File: config.mk
export PLATFORM = sky130hd
export DESIGN_NAME = softstart_seq
export DESIGN_NICKNAME = d
export VERILOG_FILES = /design/src/design/softstart_pkg.sv /design/src/design/tick_timer.sv /design/src/design/strap_decode.sv /design/src/design/softstart_seq.sv
export SDC_FILE = /design/constraint.sdc
export NUM_CORES = 1
export LEC_CHECK = 0
export BUFFER_PORTS_ARGS = -buffer_cell sky130_fd_sc_hd__buf_4
export CELL_PAD_IN_SITES_DETAIL_PLACEMENT = 0
export CELL_PAD_IN_SITES_GLOBAL_PLACEMENT = 1
export CORE_AREA = 2 2 199 201
export DETAILED_ROUTE_END_ITERATION = 10
export DIE_AREA = 0 0 201 203
export PLACE_DENSITY_LB_ADDON = 0.1
export SLEW_MARGIN = 20
export SYNTH_ARGS = -nofsm -noshare
export SYNTH_HDL_FRONTEND = slang
export SYNTH_SLANG_ARGS = --single-unit
File: constraint.sdc
create_clock -name clk -period 17.45 [get_ports clk]
set_clock_uncertainty 0.2 [all_clocks]
set_input_delay 2.6175 -clock clk [delete_from_list [all_inputs] [get_ports clk]]
set_output_delay 2.6175 -clock clk [all_outputs]
set_load 0.01 [all_outputs]
File: src/design/softstart_pkg.sv
// Shared constants of the start-up and soft-start sequencer.
// Assumes a 50 MHz system clock and a coarse timebase tick of 100 us.
package softstart_pkg;

  // ------------------------------------------------------------------
  // Timing
  // ------------------------------------------------------------------
  localparam int CLK_HZ         = 50_000_000;
  localparam int TICK_US        = 100;
  localparam int TICK_CYCLES    = (CLK_HZ / 1_000_000) * TICK_US;
  localparam int NVM_CHECK_US   = 5000;
  localparam int MIN_DELAY_US   = 2000;
  localparam int MS_US          = 1000;
  localparam logic [9:0] NVM_TICKS = 10'(NVM_CHECK_US / TICK_US);
  localparam logic [9:0] MIN_DELAY_TICKS = 10'(MIN_DELAY_US / TICK_US);
  localparam logic [9:0] MS_TICKS = 10'(MS_US / TICK_US);

  // ------------------------------------------------------------------
  // Strap levels seen by the pin measurement front end
  // ------------------------------------------------------------------
  localparam logic [1:0] LVL_LOW  = 2'h0;
  localparam logic [1:0] LVL_OPEN = 2'h1;
  localparam logic [1:0] LVL_HIGH = 2'h2;
  localparam logic [1:0] LVL_RES  = 2'h3;

  localparam logic [4:0] SS_LAST_INDEX    = 5'h1E;
  localparam logic [4:0] SS_PART_GROUP    = 5'h03;
  localparam logic [4:0] UNDERVOLTAGE_LOCKOUT_THRESHOLD_SPLIT_INDEX = 5'h0F;
  localparam logic [4:0] TRIM_A_INDEX     = 5'h19;
  localparam logic [4:0] VSET_LAST_INDEX  = 5'h18;
  localparam logic [4:0] TRIM_LAST_INDEX  = 5'h1A;
  localparam logic [6:0] UNDERVOLTAGE_LOCKOUT_THRESHOLD_LOW_DV      = 7'h2D;
  localparam logic [6:0] UNDERVOLTAGE_LOCKOUT_THRESHOLD_HIGH_DV     = 7'h6C;
  localparam logic [11:0] VOUT_DEFAULT_MV = 12'h258;
  localparam logic [12:0] VOUT_MAX_MV     = 13'h0E10;

  // ------------------------------------------------------------------
  // Register map (byte offsets) and fields
  // ------------------------------------------------------------------
  localparam logic [7:0] REG_CTRL   = 8'h00;
  localparam logic [7:0] REG_CUSTOM = 8'h04;
  localparam logic [7:0] REG_PGDLY  = 8'h08;
  localparam logic [7:0] REG_STATUS = 8'h0C;
  localparam logic [7:0] REG_VREF   = 8'h10;
  localparam int CTRL_STORE_BIT   = 0;
  localparam int CTRL_RESTORE_BIT = 1;
  localparam int CUST_DELAY_LSB   = 0;
  localparam int CUST_RAMP_LSB    = 10;
  localparam int CUST_PGSEP_BIT   = 30;
  localparam int CUST_USE_BIT     = 31;
  localparam logic [31:0] CUSTOM_RESET = 32'h0000_0000;
  localparam logic [9:0]  PGDLY_RESET  = 10'h000;

endpackage

File: src/design/tick_timer.sv
// Free-running prescaler giving a one-cycle tick every CYCLES clocks.
// Assumes a single clock and an asynchronous active-high reset.
module tick_timer #(
  parameter int CYCLES = 5000
) (
  input  wire logic clk,
  input  wire logic rst,
  output logic      tick
);
  logic [15:0] cnt_reg;
  logic [15:0] cnt_next;

  always_comb begin
    tick = (cnt_reg == 16'(CYCLES - 1));
    cnt_next = tick ? 16'h0000 : cnt_reg + 16'h0001;
  end

  always_ff @(posedge clk or posedge rst) begin
    if (rst) begin
      cnt_reg <= 16'h0000;
    end else begin
      cnt_reg <= cnt_next;
    end
  end
endmodule

File: src/design/strap_decode.sv
// Decodes soft-start and output-voltage straps into timings and target.
// Assumes the front end reports each pin as a level or a resistor index.
module strap_decode (
  input  wire logic [1:0]  ss_code,
  input  wire logic [4:0]  ss_index,
  input  wire logic [1:0]  vsel_a_code,
  input  wire logic [4:0]  vsel_a_index,
  input  wire logic [1:0]  vsel_b_code,
  input  wire logic [4:0]  vsel_b_index,
  output logic      [9:0]  delay_ticks,
  output logic      [9:0]  ramp_ticks,
  output logic             undervoltage_lockout_threshold_high,
  output logic      [11:0] target_mv,
  output logic             trim_mode
);
  import softstart_pkg::*;

  localparam logic [4:0] RAMP_MS [4] = '{5'd2, 5'd5, 5'd10, 5'd20};
  localparam logic [4:0] GRP_MS [7] = '{5'd5, 5'd10, 5'd20, 5'd2,
                                        5'd5, 5'd10, 5'd20};
  localparam logic [4:0] HEAD_DLY [3] = '{5'd0, 5'd2, 5'd2};
  localparam logic [11:0] GRID_MV [9] = '{12'd600, 12'd800, 12'd1000,
                                          12'd1200, 12'd1500, 12'd1800,
                                          12'd2500, 12'd3300, 12'd3600};
  localparam logic [11:0] TRIM_MV [27] = '{
    12'd700, 12'd752, 12'd758, 12'd765, 12'd772, 12'd790, 12'd800,
    12'd821, 12'd834, 12'd848, 12'd880, 12'd899, 12'd919, 12'd965,
    12'd991, 12'd1000, 12'd1100, 12'd1158, 12'd1200, 12'd1250,
    12'd1500, 12'd1669, 12'd1800, 12'd2295, 12'd2506, 12'd3300,
    12'd3600};

  function automatic logic [9:0] to_ticks(input logic [4:0] ms);
    return 10'(ms * MS_TICKS);
  endfunction

  logic [4:0]  ss_idx;
  logic [4:0]  k;
  logic [4:0]  ia;
  logic [4:0]  ib;
  logic [12:0] res_mv;

  // Soft-start strap and resistor table
  always_comb begin
    ss_idx = (ss_index > SS_LAST_INDEX) ? SS_LAST_INDEX : ss_index;
    k = ss_idx - SS_PART_GROUP;
    undervoltage_lockout_threshold_high = 1'b0;
    unique case (ss_code)
      LVL_LOW: begin
        delay_ticks = to_ticks(5'd2);
        ramp_ticks  = to_ticks(5'd2);
      end
      LVL_OPEN: begin
        delay_ticks = to_ticks(5'd5);
        ramp_ticks  = to_ticks(5'd5);
      end
      LVL_HIGH: begin
        delay_ticks = to_ticks(5'd10);
        ramp_ticks  = to_ticks(5'd10);
      end
      default: begin
        undervoltage_lockout_threshold_high = (ss_idx >= UNDERVOLTAGE_LOCKOUT_THRESHOLD_SPLIT_INDEX);
        if (ss_idx < SS_PART_GROUP) begin
          delay_ticks = to_ticks(HEAD_DLY[ss_idx[1:0]]);
          ramp_ticks  = to_ticks(RAMP_MS[ss_idx[1:0]]);
        end else begin
          delay_ticks = to_ticks(GRP_MS[k[4:2]]);
          ramp_ticks  = to_ticks(RAMP_MS[k[1:0]]);
        end
      end
    endcase
  end

  // Output voltage straps, resistor pair and trim mode
  always_comb begin
    ia = (vsel_a_index > VSET_LAST_INDEX) ? VSET_LAST_INDEX : vsel_a_index;
    ib = (vsel_b_index > VSET_LAST_INDEX) ? VSET_LAST_INDEX : vsel_b_index;
    res_mv = 13'(10 * (25 * ib + ia));
    trim_mode = (vsel_a_code == LVL_RES) &&
                (vsel_a_index == TRIM_A_INDEX);
    if (trim_mode) begin
      target_mv = TRIM_MV[(vsel_b_index > TRIM_LAST_INDEX) ?
                          TRIM_LAST_INDEX : vsel_b_index];
    end else if (vsel_a_code == LVL_RES && vsel_b_code == LVL_RES) begin
      target_mv = (res_mv > VOUT_MAX_MV) ? VOUT_MAX_MV[11:0] : res_mv[11:0];
    end else if (vsel_a_code != LVL_RES && vsel_b_code != LVL_RES) begin
      target_mv = GRID_MV[4'(vsel_b_code * 3 + vsel_a_code)];
    end else begin
      target_mv = VOUT_DEFAULT_MV;
    end
  end
endmodule

File: src/design/softstart_seq.sv
// Start-up sequencer and soft-start ramp generator with Wishbone registers.
// Assumes strap inputs are stable, synchronous, and measured by a front end.
module softstart_seq
  import softstart_pkg::*;
#(
  parameter int TICK_CYC = softstart_pkg::TICK_CYCLES
) (
  input  wire logic        clk,
  input  wire logic        rst,
  input  wire logic        wb_cyc_i,
  input  wire logic        wb_stb_i,
  input  wire logic        wb_we_i,
  input  wire logic [7:0]  wb_adr_i,
  input  wire logic [3:0]  wb_sel_i,
  input  wire logic [31:0] wb_dat_i,
  output logic      [31:0] wb_dat_o,
  output logic             wb_ack_o,
  input  wire logic        enable_in,
  input  wire logic [1:0]  ss_code,
  input  wire logic [4:0]  ss_index,
  input  wire logic [1:0]  vout_select_pin_a_code,
  input  wire logic [4:0]  vout_select_pin_a_index,
  input  wire logic [1:0]  vout_select_pin_b_code,
  input  wire logic [4:0]  vout_select_pin_b_index,
  output logic      [11:0] vout_ref_mv,
  output logic             ready,
  output logic             ramp_active,
  output logic             power_good_output,
  output logic      [6:0]  undervoltage_lockout_threshold
);
  // ------------------------------------------------------------------
  // State
  // ------------------------------------------------------------------
  typedef enum logic [2:0] {
    ST_NVM, ST_PINS, ST_READY, ST_DELAY, ST_RAMP, ST_ON
  } seq_state_e;

  seq_state_e  state_reg;
  seq_state_e  state_next;
  logic [9:0]  cnt_reg;
  logic [9:0]  cnt_next;
  logic [11:0] ref_reg;
  logic [11:0] ref_next;
  logic [11:0] step_reg;
  logic [11:0] step_next;
  logic        pg_reg;
  logic        pg_next;
  logic [31:0] cust_reg;
  logic [31:0] cust_next;
  logic [31:0] saved_reg;
  logic [31:0] saved_next;
  logic [9:0]  pgd_reg;
  logic [9:0]  pgd_next;
  logic [9:0]  saved_pgd_reg;
  logic [9:0]  saved_pgd_next;
  logic [9:0]  ss_delay_reg;
  logic [9:0]  ss_delay_next;
  logic [9:0]  ss_ramp_reg;
  logic [9:0]  ss_ramp_next;
  logic        undervoltage_lockout_threshold_reg;
  logic        undervoltage_lockout_threshold_next;
  logic        trim_reg;
  logic        trim_next;
  logic [11:0] target_reg;
  logic [11:0] target_next;
  logic        ack_reg;
  logic        ack_next;
  logic [31:0] dat_reg;
  logic [31:0] dat_next;

  logic        tick;
  logic [9:0]  dec_delay;
  logic [9:0]  dec_ramp;
  logic        dec_undervoltage_lockout_threshold;
  logic [11:0] dec_target;
  logic        dec_trim;
  logic        bus_ok;
  logic        access;
  logic        wr;
  logic        use_cust;
  logic [9:0]  cfg_delay;
  logic [9:0]  eff_delay;
  logic [9:0]  eff_ramp;
  logic [9:0]  pg_delay;
  logic [9:0]  cnt_inc;
  logic [31:0] wmask;

  // ------------------------------------------------------------------
  // Timebase and strap decoding
  // ------------------------------------------------------------------
  tick_timer #(
    .CYCLES (TICK_CYC)
  ) u_tick (
    .clk  (clk),
    .rst  (rst),
    .tick (tick)
  );

  strap_decode u_dec (
    .ss_code      (ss_code),
    .ss_index     (ss_index),
    .vsel_a_code  (vout_select_pin_a_code),
    .vsel_a_index (vout_select_pin_a_index),
    .vsel_b_code  (vout_select_pin_b_code),
    .vsel_b_index (vout_select_pin_b_index),
    .delay_ticks  (dec_delay),
    .ramp_ticks   (dec_ramp),
    .undervoltage_lockout_threshold_high    (dec_undervoltage_lockout_threshold),
    .target_mv    (dec_target),
    .trim_mode    (dec_trim)
  );

  // ------------------------------------------------------------------
  // Effective timing
  // ------------------------------------------------------------------
  always_comb begin
    use_cust = cust_reg[CUST_USE_BIT];
    cfg_delay = use_cust ? cust_reg[CUST_DELAY_LSB +: 10]
                         : ss_delay_reg;
    eff_delay = (cfg_delay < MIN_DELAY_TICKS) ? MIN_DELAY_TICKS
                                              : cfg_delay;
    eff_ramp = use_cust ? cust_reg[CUST_RAMP_LSB +: 10]
                        : ss_ramp_reg;
    pg_delay = cust_reg[CUST_PGSEP_BIT] ? pgd_reg : eff_ramp;
    cnt_inc = cnt_reg + 10'h001;
    for (int i = 0; i < 4; i++) begin
      wmask[8*i +: 8] = {8{wb_sel_i[i]}};
    end
  end

  // ------------------------------------------------------------------
  // Bus and sequencer next state
  // ------------------------------------------------------------------
  always_comb begin
    state_next     = state_reg;
    cnt_next       = cnt_reg;
    ref_next       = ref_reg;
    step_next      = step_reg;
    pg_next        = pg_reg;
    cust_next      = cust_reg;
    saved_next     = saved_reg;
    pgd_next       = pgd_reg;
    saved_pgd_next = saved_pgd_reg;
    ss_delay_next  = ss_delay_reg;
    ss_ramp_next   = ss_ramp_reg;
    undervoltage_lockout_threshold_next      = undervoltage_lockout_threshold_reg;
    trim_next      = trim_reg;
    target_next    = target_reg;
    bus_ok = (state_reg != ST_NVM) && (state_reg != ST_PINS);
    access = wb_cyc_i && wb_stb_i && !ack_reg;
    wr = access && wb_we_i && bus_ok;
    ack_next = access;
    dat_next = 32'h0000_0000;

    if (access && !wb_we_i && bus_ok) begin
      unique case (wb_adr_i)
        REG_CUSTOM: dat_next = cust_reg;
        REG_PGDLY:  dat_next = {22'h000000, pgd_reg};
        REG_STATUS: dat_next = {4'h0, target_reg, 9'h000, undervoltage_lockout_threshold_reg,
                                trim_reg, pg_reg, bus_ok, 3'(state_reg)};
        REG_VREF:   dat_next = {20'h00000, ref_reg};
        default:    dat_next = 32'h0000_0000;
      endcase
    end
    if (wr && wb_adr_i == REG_CUSTOM) begin
      cust_next = (cust_reg & ~wmask) | (wb_dat_i & wmask);
    end
    if (wr && wb_adr_i == REG_PGDLY) begin
      pgd_next = (pgd_reg & ~wmask[9:0]) | (wb_dat_i[9:0] & wmask[9:0]);
    end
    if (wr && wb_adr_i == REG_CTRL && wb_sel_i[0] &&
        wb_dat_i[CTRL_STORE_BIT]) begin
      saved_next = cust_reg;
      saved_pgd_next = pgd_reg;
    end

    unique case (state_reg)
      ST_NVM: begin
        if (tick) begin
          cnt_next = cnt_inc;
          if (cnt_inc >= NVM_TICKS) begin
            cust_next = saved_reg;
            pgd_next = saved_pgd_reg;
            cnt_next = 10'h000;
            state_next = ST_PINS;
          end
        end
      end
      ST_PINS: begin
        ss_delay_next = dec_delay;
        ss_ramp_next = dec_ramp;
        undervoltage_lockout_threshold_next = dec_undervoltage_lockout_threshold;
        trim_next = dec_trim;
        target_next = dec_target;
        state_next = ST_READY;
      end
      ST_READY: begin
        if (enable_in) begin
          cnt_next = 10'h000;
          state_next = ST_DELAY;
        end
      end
      ST_DELAY: begin
        if (!enable_in) begin
          state_next = ST_READY;
        end else if (tick) begin
          cnt_next = cnt_inc;
          if (cnt_inc >= eff_delay) begin
            cnt_next = 10'h000;
            ref_next = 12'h000;
            if (eff_ramp == 10'h000) begin
              ref_next = target_reg;
              state_next = ST_ON;
            end else begin
              step_next = 12'(target_reg / eff_ramp);
              state_next = ST_RAMP;
            end
          end
        end
      end
      ST_RAMP: begin
        if (!enable_in) begin
          ref_next = 12'h000;
          state_next = ST_READY;
        end else if (tick) begin
          cnt_next = cnt_inc;
          if (cnt_inc >= eff_ramp) begin
            ref_next = target_reg;
            cnt_next = 10'h000;
            state_next = ST_ON;
          end else begin
            ref_next = ref_reg + step_reg;
          end
        end
      end
      ST_ON: begin
        if (!enable_in) begin
          ref_next = 12'h000;
          pg_next = 1'b0;
          state_next = ST_READY;
        end else if (tick && !pg_reg) begin
          cnt_next = cnt_inc;
          if (cnt_inc >= pg_delay) begin
            pg_next = 1'b1;
          end
        end else if (pg_delay == 10'h000) begin
          pg_next = 1'b1;
        end
      end
    endcase

    if (wr && wb_adr_i == REG_CTRL && wb_sel_i[0] &&
        wb_dat_i[CTRL_RESTORE_BIT]) begin
      state_next = ST_NVM;
      cnt_next = 10'h000;
      ref_next = 12'h000;
      pg_next = 1'b0;
    end
  end

  always_ff @(posedge clk or posedge rst) begin
    if (rst) begin
      state_reg     <= ST_NVM;
      cnt_reg       <= 10'h000;
      ref_reg       <= 12'h000;
      step_reg      <= 12'h000;
      pg_reg        <= 1'b0;
      cust_reg      <= CUSTOM_RESET;
      saved_reg     <= CUSTOM_RESET;
      pgd_reg       <= PGDLY_RESET;
      saved_pgd_reg <= PGDLY_RESET;
      ss_delay_reg  <= 10'h000;
      ss_ramp_reg   <= 10'h000;
      undervoltage_lockout_threshold_reg      <= 1'b0;
      trim_reg      <= 1'b0;
      target_reg    <= 12'h000;
      ack_reg       <= 1'b0;
      dat_reg       <= 32'h0000_0000;
    end else begin
      state_reg     <= state_next;
      cnt_reg       <= cnt_next;
      ref_reg       <= ref_next;
      step_reg      <= step_next;
      pg_reg        <= pg_next;
      cust_reg      <= cust_next;
      saved_reg     <= saved_next;
      pgd_reg       <= pgd_next;
      saved_pgd_reg <= saved_pgd_next;
      ss_delay_reg  <= ss_delay_next;
      ss_ramp_reg   <= ss_ramp_next;
      undervoltage_lockout_threshold_reg      <= undervoltage_lockout_threshold_next;
      trim_reg      <= trim_next;
      target_reg    <= target_next;
      ack_reg       <= ack_next;
      dat_reg       <= dat_next;
    end
  end

  // ------------------------------------------------------------------
  // Outputs
  // ------------------------------------------------------------------
  always_comb begin
    wb_ack_o = ack_reg;
    wb_dat_o = dat_reg;
    vout_ref_mv = ref_reg;
    ready = (state_reg != ST_NVM) && (state_reg != ST_PINS);
    ramp_active = (state_reg == ST_RAMP);
    power_good_output = pg_reg;
    undervoltage_lockout_threshold = undervoltage_lockout_threshold_reg ? UNDERVOLTAGE_LOCKOUT_THRESHOLD_HIGH_DV : UNDERVOLTAGE_LOCKOUT_THRESHOLD_LOW_DV;
  end
endmodule

* Yosys cells after proc, flatten, opt, wreduce, memory -nomap -nowiden
Memory sizes are Yosys's and may differ from the RTL's. Cells that the tools add are included.
Storage, ports and cells: input bits 71, register bits 205, bits in read-only memories 616, word-level logic and storage cells 221, memories 3
Memories:
- (name not given) | depth 32, width 12, rd ports 1, clocked after Yosys merged registers in 0, write ports 0, line strap_decode.sv:81 | target_mv = TRIM_MV[(vsel_b_index > TRIM_LAST_INDEX) ?
- (name not given) | depth 16, width 12, rd ports 1, clocked after Yosys merged registers in 0, write ports 0, line strap_decode.sv:86 | target_mv = GRID_MV[4'(vsel_b_code * 3 + vsel_a_code)];
- (name not given) | depth 8, width 5, rd ports 1, clocked after Yosys merged registers in 0, write ports 0, line strap_decode.sv:66 | delay_ticks = to_ticks(GRP_MS[k[4:2]]);
Cells by class: reductions and logical operators 35, eq/ne operators 35, mux-type cells 86, multiply operators 7, add/sub/neg operators 6, divide/modulo/power cells 1, bitwise logic cells 14, magnitude comparators 17
Operators by type and width (count):
- 12-bit two-way mux | 17
- 10-bit two-way mux | 20
- 32-bit two-way mux | 5
- 32-bit one-hot mux with 4 select lines | 1
- 32-bit AND | 2
- 5-bit two-way mux | 12
- 10-bit one-hot mux with 3 select lines | 2
- 10-bit one-hot mux with 5 select lines | 1
- 12-bit one-hot mux with 3 select lines | 1
- 3-bit two-way mux | 11
- 3-bit by 32-bit multiplier with 12-bit output (first input constant) | 1
- 5-bit by 3-bit multiplier with 8-bit output (second input constant) | 4
- 32-bit NOT | 1
- 32-bit bitwise OR | 1
- 5-bit binary-select mux with 2-bit select | 3
- 10-bit greater-or-equal comparator | 3
- 3-bit inequality test (second input constant) | 9
- 10-bit AND | 2
- 5-bit greater-than comparator (second input constant) | 4
- 10-bit zero test | 2
- 9-bit two-way mux | 2
- 3-bit one-hot mux with 6 select lines | 1
- 1-bit logical AND | 17
- 16-bit by 1-bit adder with 16-bit output (second input constant) | 1
- other kinds (57) | 78

* Logic depth before layout (Yosys ltp)
depth in word-level cells 10, mapped depth 91, mapped depth without buffers 84

* Modules after synthesis
A second synthesis with hierarchy kept.
Unflattened totals: cell total of the unflattened synthesis 1867, area total of the unflattened synthesis 16998.8 sq um
Modules (own cells, without submodules):
- softstart_seq | sequential area each 4729.5 sq um, cells an instance 1393, area an instance 13240.2 sq um, instances 1
- strap_decode | sequential area each 0.0 sq um, cells an instance 400, area an instance 2951.6 sq um, instances 1
- tick_timer | sequential area each 400.4 sq um, cells an instance 74, area an instance 807.0 sq um, instances 1

* Worst setup path before layout
Ideal clock, no wire load.
path type reg-to-reg, from reg cust_reg[31], to reg step_reg[0], stages on the path, launching flop included 83, arrival time 18.239 ns, clock period less this slack 18.581 ns, setup time 0.141 ns, data required time 17.109 ns, slack -1.131 ns, path through dfrtp_1 -> buf_4 -> buf_6 -> clkbuf_1 -> mux2i_1 -> ha_1 -> o21a_1 -> o21a_1 -> and2_2 -> o31ai_2 -> ha_1 -> a21oi_1 -> a2bb2oi_1 -> a41o_1 -> a22oi_1 -> ha_1 -> a21oi_1 -> a21boi_0 -> [... 47 more ...] -> o311a_1 -> o21a_1 -> o21ai_0 -> a21oi_1 -> a31oi_1 -> or2b_1 -> a2bb2oi_2 -> buf_6 -> mux2_4 -> ha_1 -> nor2b_1 -> o21ai_0 -> a21oi_1 -> o21a_1 -> o21ai_0 -> a21oi_1 -> nor3_1 -> a32oi_1
On the way: word-level cells in the longest chain between the ends 5, elaborated cells on any way between the ends 9, those cells by class div: 1; order compare: 2; mux: 3; bitwise: 1; reduce/logical: 2
Ends and longest elaborated chain:
- start, declared | line softstart_seq.sv:48 | logic [31:0] cust_reg;
- start signal, assigned | line softstart_seq.sv:285 | cust_reg <= cust_next;
- branches (longest 5 deep; another with 12-bit by 10-bit divider with 12-bit output)
- end signal, assigned | line softstart_seq.sv:283 | step_reg <= step_next;
- end, declared | line softstart_seq.sv:44 | logic [11:0] step_reg;
Parallel ways; which one is timed is not known. A chain may end at the register's enable or synchronous reset.

* Worst setup path after layout
from reg cust_reg[17], to reg step_reg[0]
On the way: word-level cells in the longest chain between the ends 4, elaborated cells on any way between the ends 5, those cells by class div: 1; mux: 1; bitwise: 1; reduce/logical: 2
Ends and longest elaborated chain:
- 10-bit two-way mux * | line softstart_seq.sv:122 | eff_ramp = use_cust ? cust_reg[CUST_RAMP_LSB +: 10]
- branches (longest 3 deep; another with 12-bit by 10-bit divider with 12-bit output)
Mark *: on every way between the ends.

==> metrics <==
Worst slew margin=0.3007; Starting Density=0.4294; Max Slew Vio Count=0; Main synth FF type=dfrtp_1; CTS sink cnt=~200; CP bufs+invs=6; part of the power in registers=0.285; vias after detailed routing=14310; switching power=872.9 uW; Comb pwr share=0.478; vias in the first global route=about 13000; design area=around 20000 sq um; post-DR vias/cell=about 5.6; worst min-delay path startpoint=u_tick.cnt_reg[15]; Hold-fix buffers, CTS=0; hold path endpoint=u_tick.cnt_reg[15]; Critical Path Source Type=flop; # diodes=0; worst slack at placement=-0.3797 ns; worst hold slack=between 0.2 and 0.3 ns; Syn. warnings=0; area post-placement=approximately 19000 sq um; DIE HEIGHT=203 um; PortBufs=120; Int Power=~1.3 mW; layout cell share with drive strength beyond 1=0.2250; worst reg-to-reg setup slack=0.35 ns; GRT Total Usage=0.2405; die width=around 200 um; leading post-synthesis cells by cell area=dfrtp_1 30%, ha_1 15%, mux2_2 5.1%; delay-heaviest family, CP=compound AO/OA/AOI/OAI gates; post-synth top area share=0.3045; Mapped Cells=1845; Leakage=roughly 9.8 nW; total wire length=approximately 50000 um; post-route ant nets=0; clock share of power=0.237; CTS tree=done; post-DP HPWL=about 37000 um; CTS Buf Count=23; max-cap violation count=0; CP max FO=6; CP peak stage delay=around 0.55 ns; WL/cell=just under 20 um; Hold Path Stages=1; Avg Cell Area, Syn=approximately 9.0 sq um; clock period minus worst slack=approximately 17 ns; first-pass GRT wire length=just under 80000 um; placer congestion estimate=about 0.88; Initial DRT Pass Iterations=7; slack of the critical path=~0.35 ns; Clock Latency Late Sink=around 0.53 ns; fmax=around 58 MHz; Syn Std Cell Area=around 17000 sq um; most frequent cell after synthesis=dfrtp_1; Final Setup Violations=0; Cell Rows=between 70 and 80; largest net degree at the start of global routing=between 80 and 90; Critical Path RT=17.65 ns; Reg2Reg Depth=between 80 and 90; final hold violations=0; Synth-to-Final Area Change=21.54%; crit end category=flop; Worst-path clk slew=roughly 0.06 ns; Core ar.=38470 sq um; post-synthesis sequential area ratio=0.3045; Worst R2R End=step_reg[0]; Worst Tran Pin Value=1.034 ns; post-route clock period utilization=0.9799; H-tree Lvls=1; HP Class=reg2reg; drc violations=0; top cell type by total area after synthesis=dfrtp_1; number of fill cells in the layout=about 3600; Final #Nets=about 2300; status=finished clean; Clock Path Buffers=3; RR Startpoint=cust_reg[17]; peak supply drop=between 0.08 and 0.09 mV; final total power=between 2 and 2.5 mW; Root Driver=clkbuf_16; async set-or-reset flop fraction in the synthesized netlist=1.000; IO Pins=around 130; crit path kind=reg2reg; sw frac=0.3968; RSZ-0062 raised after global routing=yes; top post-synthesis cells by count=201 x dfrtp_1, 197 x ha_1, 196 x nor2_1, 134 x nand2_1, 133 x a21oi_1; number of synthesized register bits=between 200 and 250; initial antenna violation count=0; Critical Path AT=17.29 ns; Pwr per Cell Area=between 100 and 150 nW/um^2; Setup TNS Final=0 ns; grt total ovfl=0; count of different cell masters after synthesis=89; full die area=roughly 41000 sq um; CP max-delay cell=or4b_4; EDFF count, synth=0; DR iter-0 viols=about 940
-- layout make-up --
| class | instances | area, sq um | area share |
|---|---|---|---|
| Clock inverter | 7 | 153.9 | 0.007667 |
| Clock buffer | 32 | 649.4 | 0.03235 |
| Multi-Input combinational cell | 1475 | 11390 | 0.5675 |
| Sequential cell | 201 | 5030 | 0.2506 |
| Tap cell | 518 | 648.1 | 0.03229 |
| Timing Repair Buffer | 246 | 1881 | 0.09369 |
| Inverter | 83 | 319.1 | 0.01589 |
-- worst reg2reg max path, delay by kind of cell (launching register included) --
| kind | cells | cell delay, ns |
|---|---|---|
| and+or+nand+nor | 15 | 3.53 |
| buffers and inverters | 6 | 0.70 |
| AOI/OAI and AO/OA | 42 | 7.36 |
| adders and majority gates | 11 | 2.94 |
| DFF | 1 | 0.38 |
| muxes | 7 | 1.88 |
-- cell families (layout without fill, tap and decap cells) --
kind of cell    Yosys count  in the layout  share of synthesized area
buf+inv                 173            368                    0.04182
simple gates            543            543                     0.1540
other cells               2              5                  0.0004547
compound gates          483            484                     0.1932
fa+ha+maj               206            206                     0.1602
xor+xnor                 78             78                    0.04227
mux                     159            159                     0.1036
flops                   201            201                     0.3045
-- layer usage --
| layer | track usage | vias up | wire length, um | share of wire |
|---|---|---|---|---|
| met3 | 0.02616 | 56 | 2067 | 0.041 |
| met5 | 0 | - | 0 | 0 |
| met1 | 0.3416 | 6876 | 23960 | 0.48 |
| met4 | 0.04259 | 0 | 956 | 0.019 |
| li1 | - | 7073 | - | - |
| met2 | 0.3997 | 300 | 23290 | 0.46 |
-- worst max-delay path by stage --
stage	startpoint	to	slack, ns	cells past startpoint
5_1_grt	cust_reg[17]	step_reg[0]	-0.42	84
3_3_place_gp	cust_reg[19]	step_reg[0]	0.13	78
6_report	cust_reg[17]	step_reg[0]	0.35	81
3_5_place_dp	cust_reg[19]	step_reg[0]	-0.38	79
2_1_floorplan	cust_reg[19]	step_reg[0]	0.02	79
4_1_cts	cust_reg[31]	step_reg[0]	0.007	83
-- metrics by stage --
step / std cells / util
CTS: 2543 / 0.5053
global route: 2562 / 0.5218
floorplan: 1848 / -
detailed placement: 2496 / 0.4814
global placement: 2496 / 0.4814
finish: 2562 / 0.5218
-- repair_timing --
item                       4_1_cts  5_1_grt
buffers inserted                 8       16
pin swaps                       10       65
cloned                           0        1
setup endpoints to repair        1        1
gates resized for setup         16       89
-- power by group through the flow --
stage                     clock network, mW  registers [mW]  logic, mW
after detailed placement                  0           0.634      0.968
after CTS                             0.531           0.625      0.983
final                                 0.521           0.627       1.05
after floorplan                           0           0.569      0.702
after global routing                  0.551           0.632       1.17
after global placement                    0           0.633      0.955
-- cell usage in the layout (no fill, tap or decap), types with 20 or more instances in the layout --
cell	instances
buf_4	236
dfrtp_1	201
nor2_1	191
ha_1	182
nand2_1	132
a21oi_1	117
o21ai_0	82
inv_1	79
mux2i_1	74
mux2_2	70
nor3_1	44
xnor2_1	44
a21o_1	39
xor2_1	33
a211oi_1	28
nand3_1	24
and3_1	23
clkbuf_16	23
o21a_1	21
o211ai_1	21
nor2b_1	20
No activity file was read; power rests on OpenSTA's default activity.
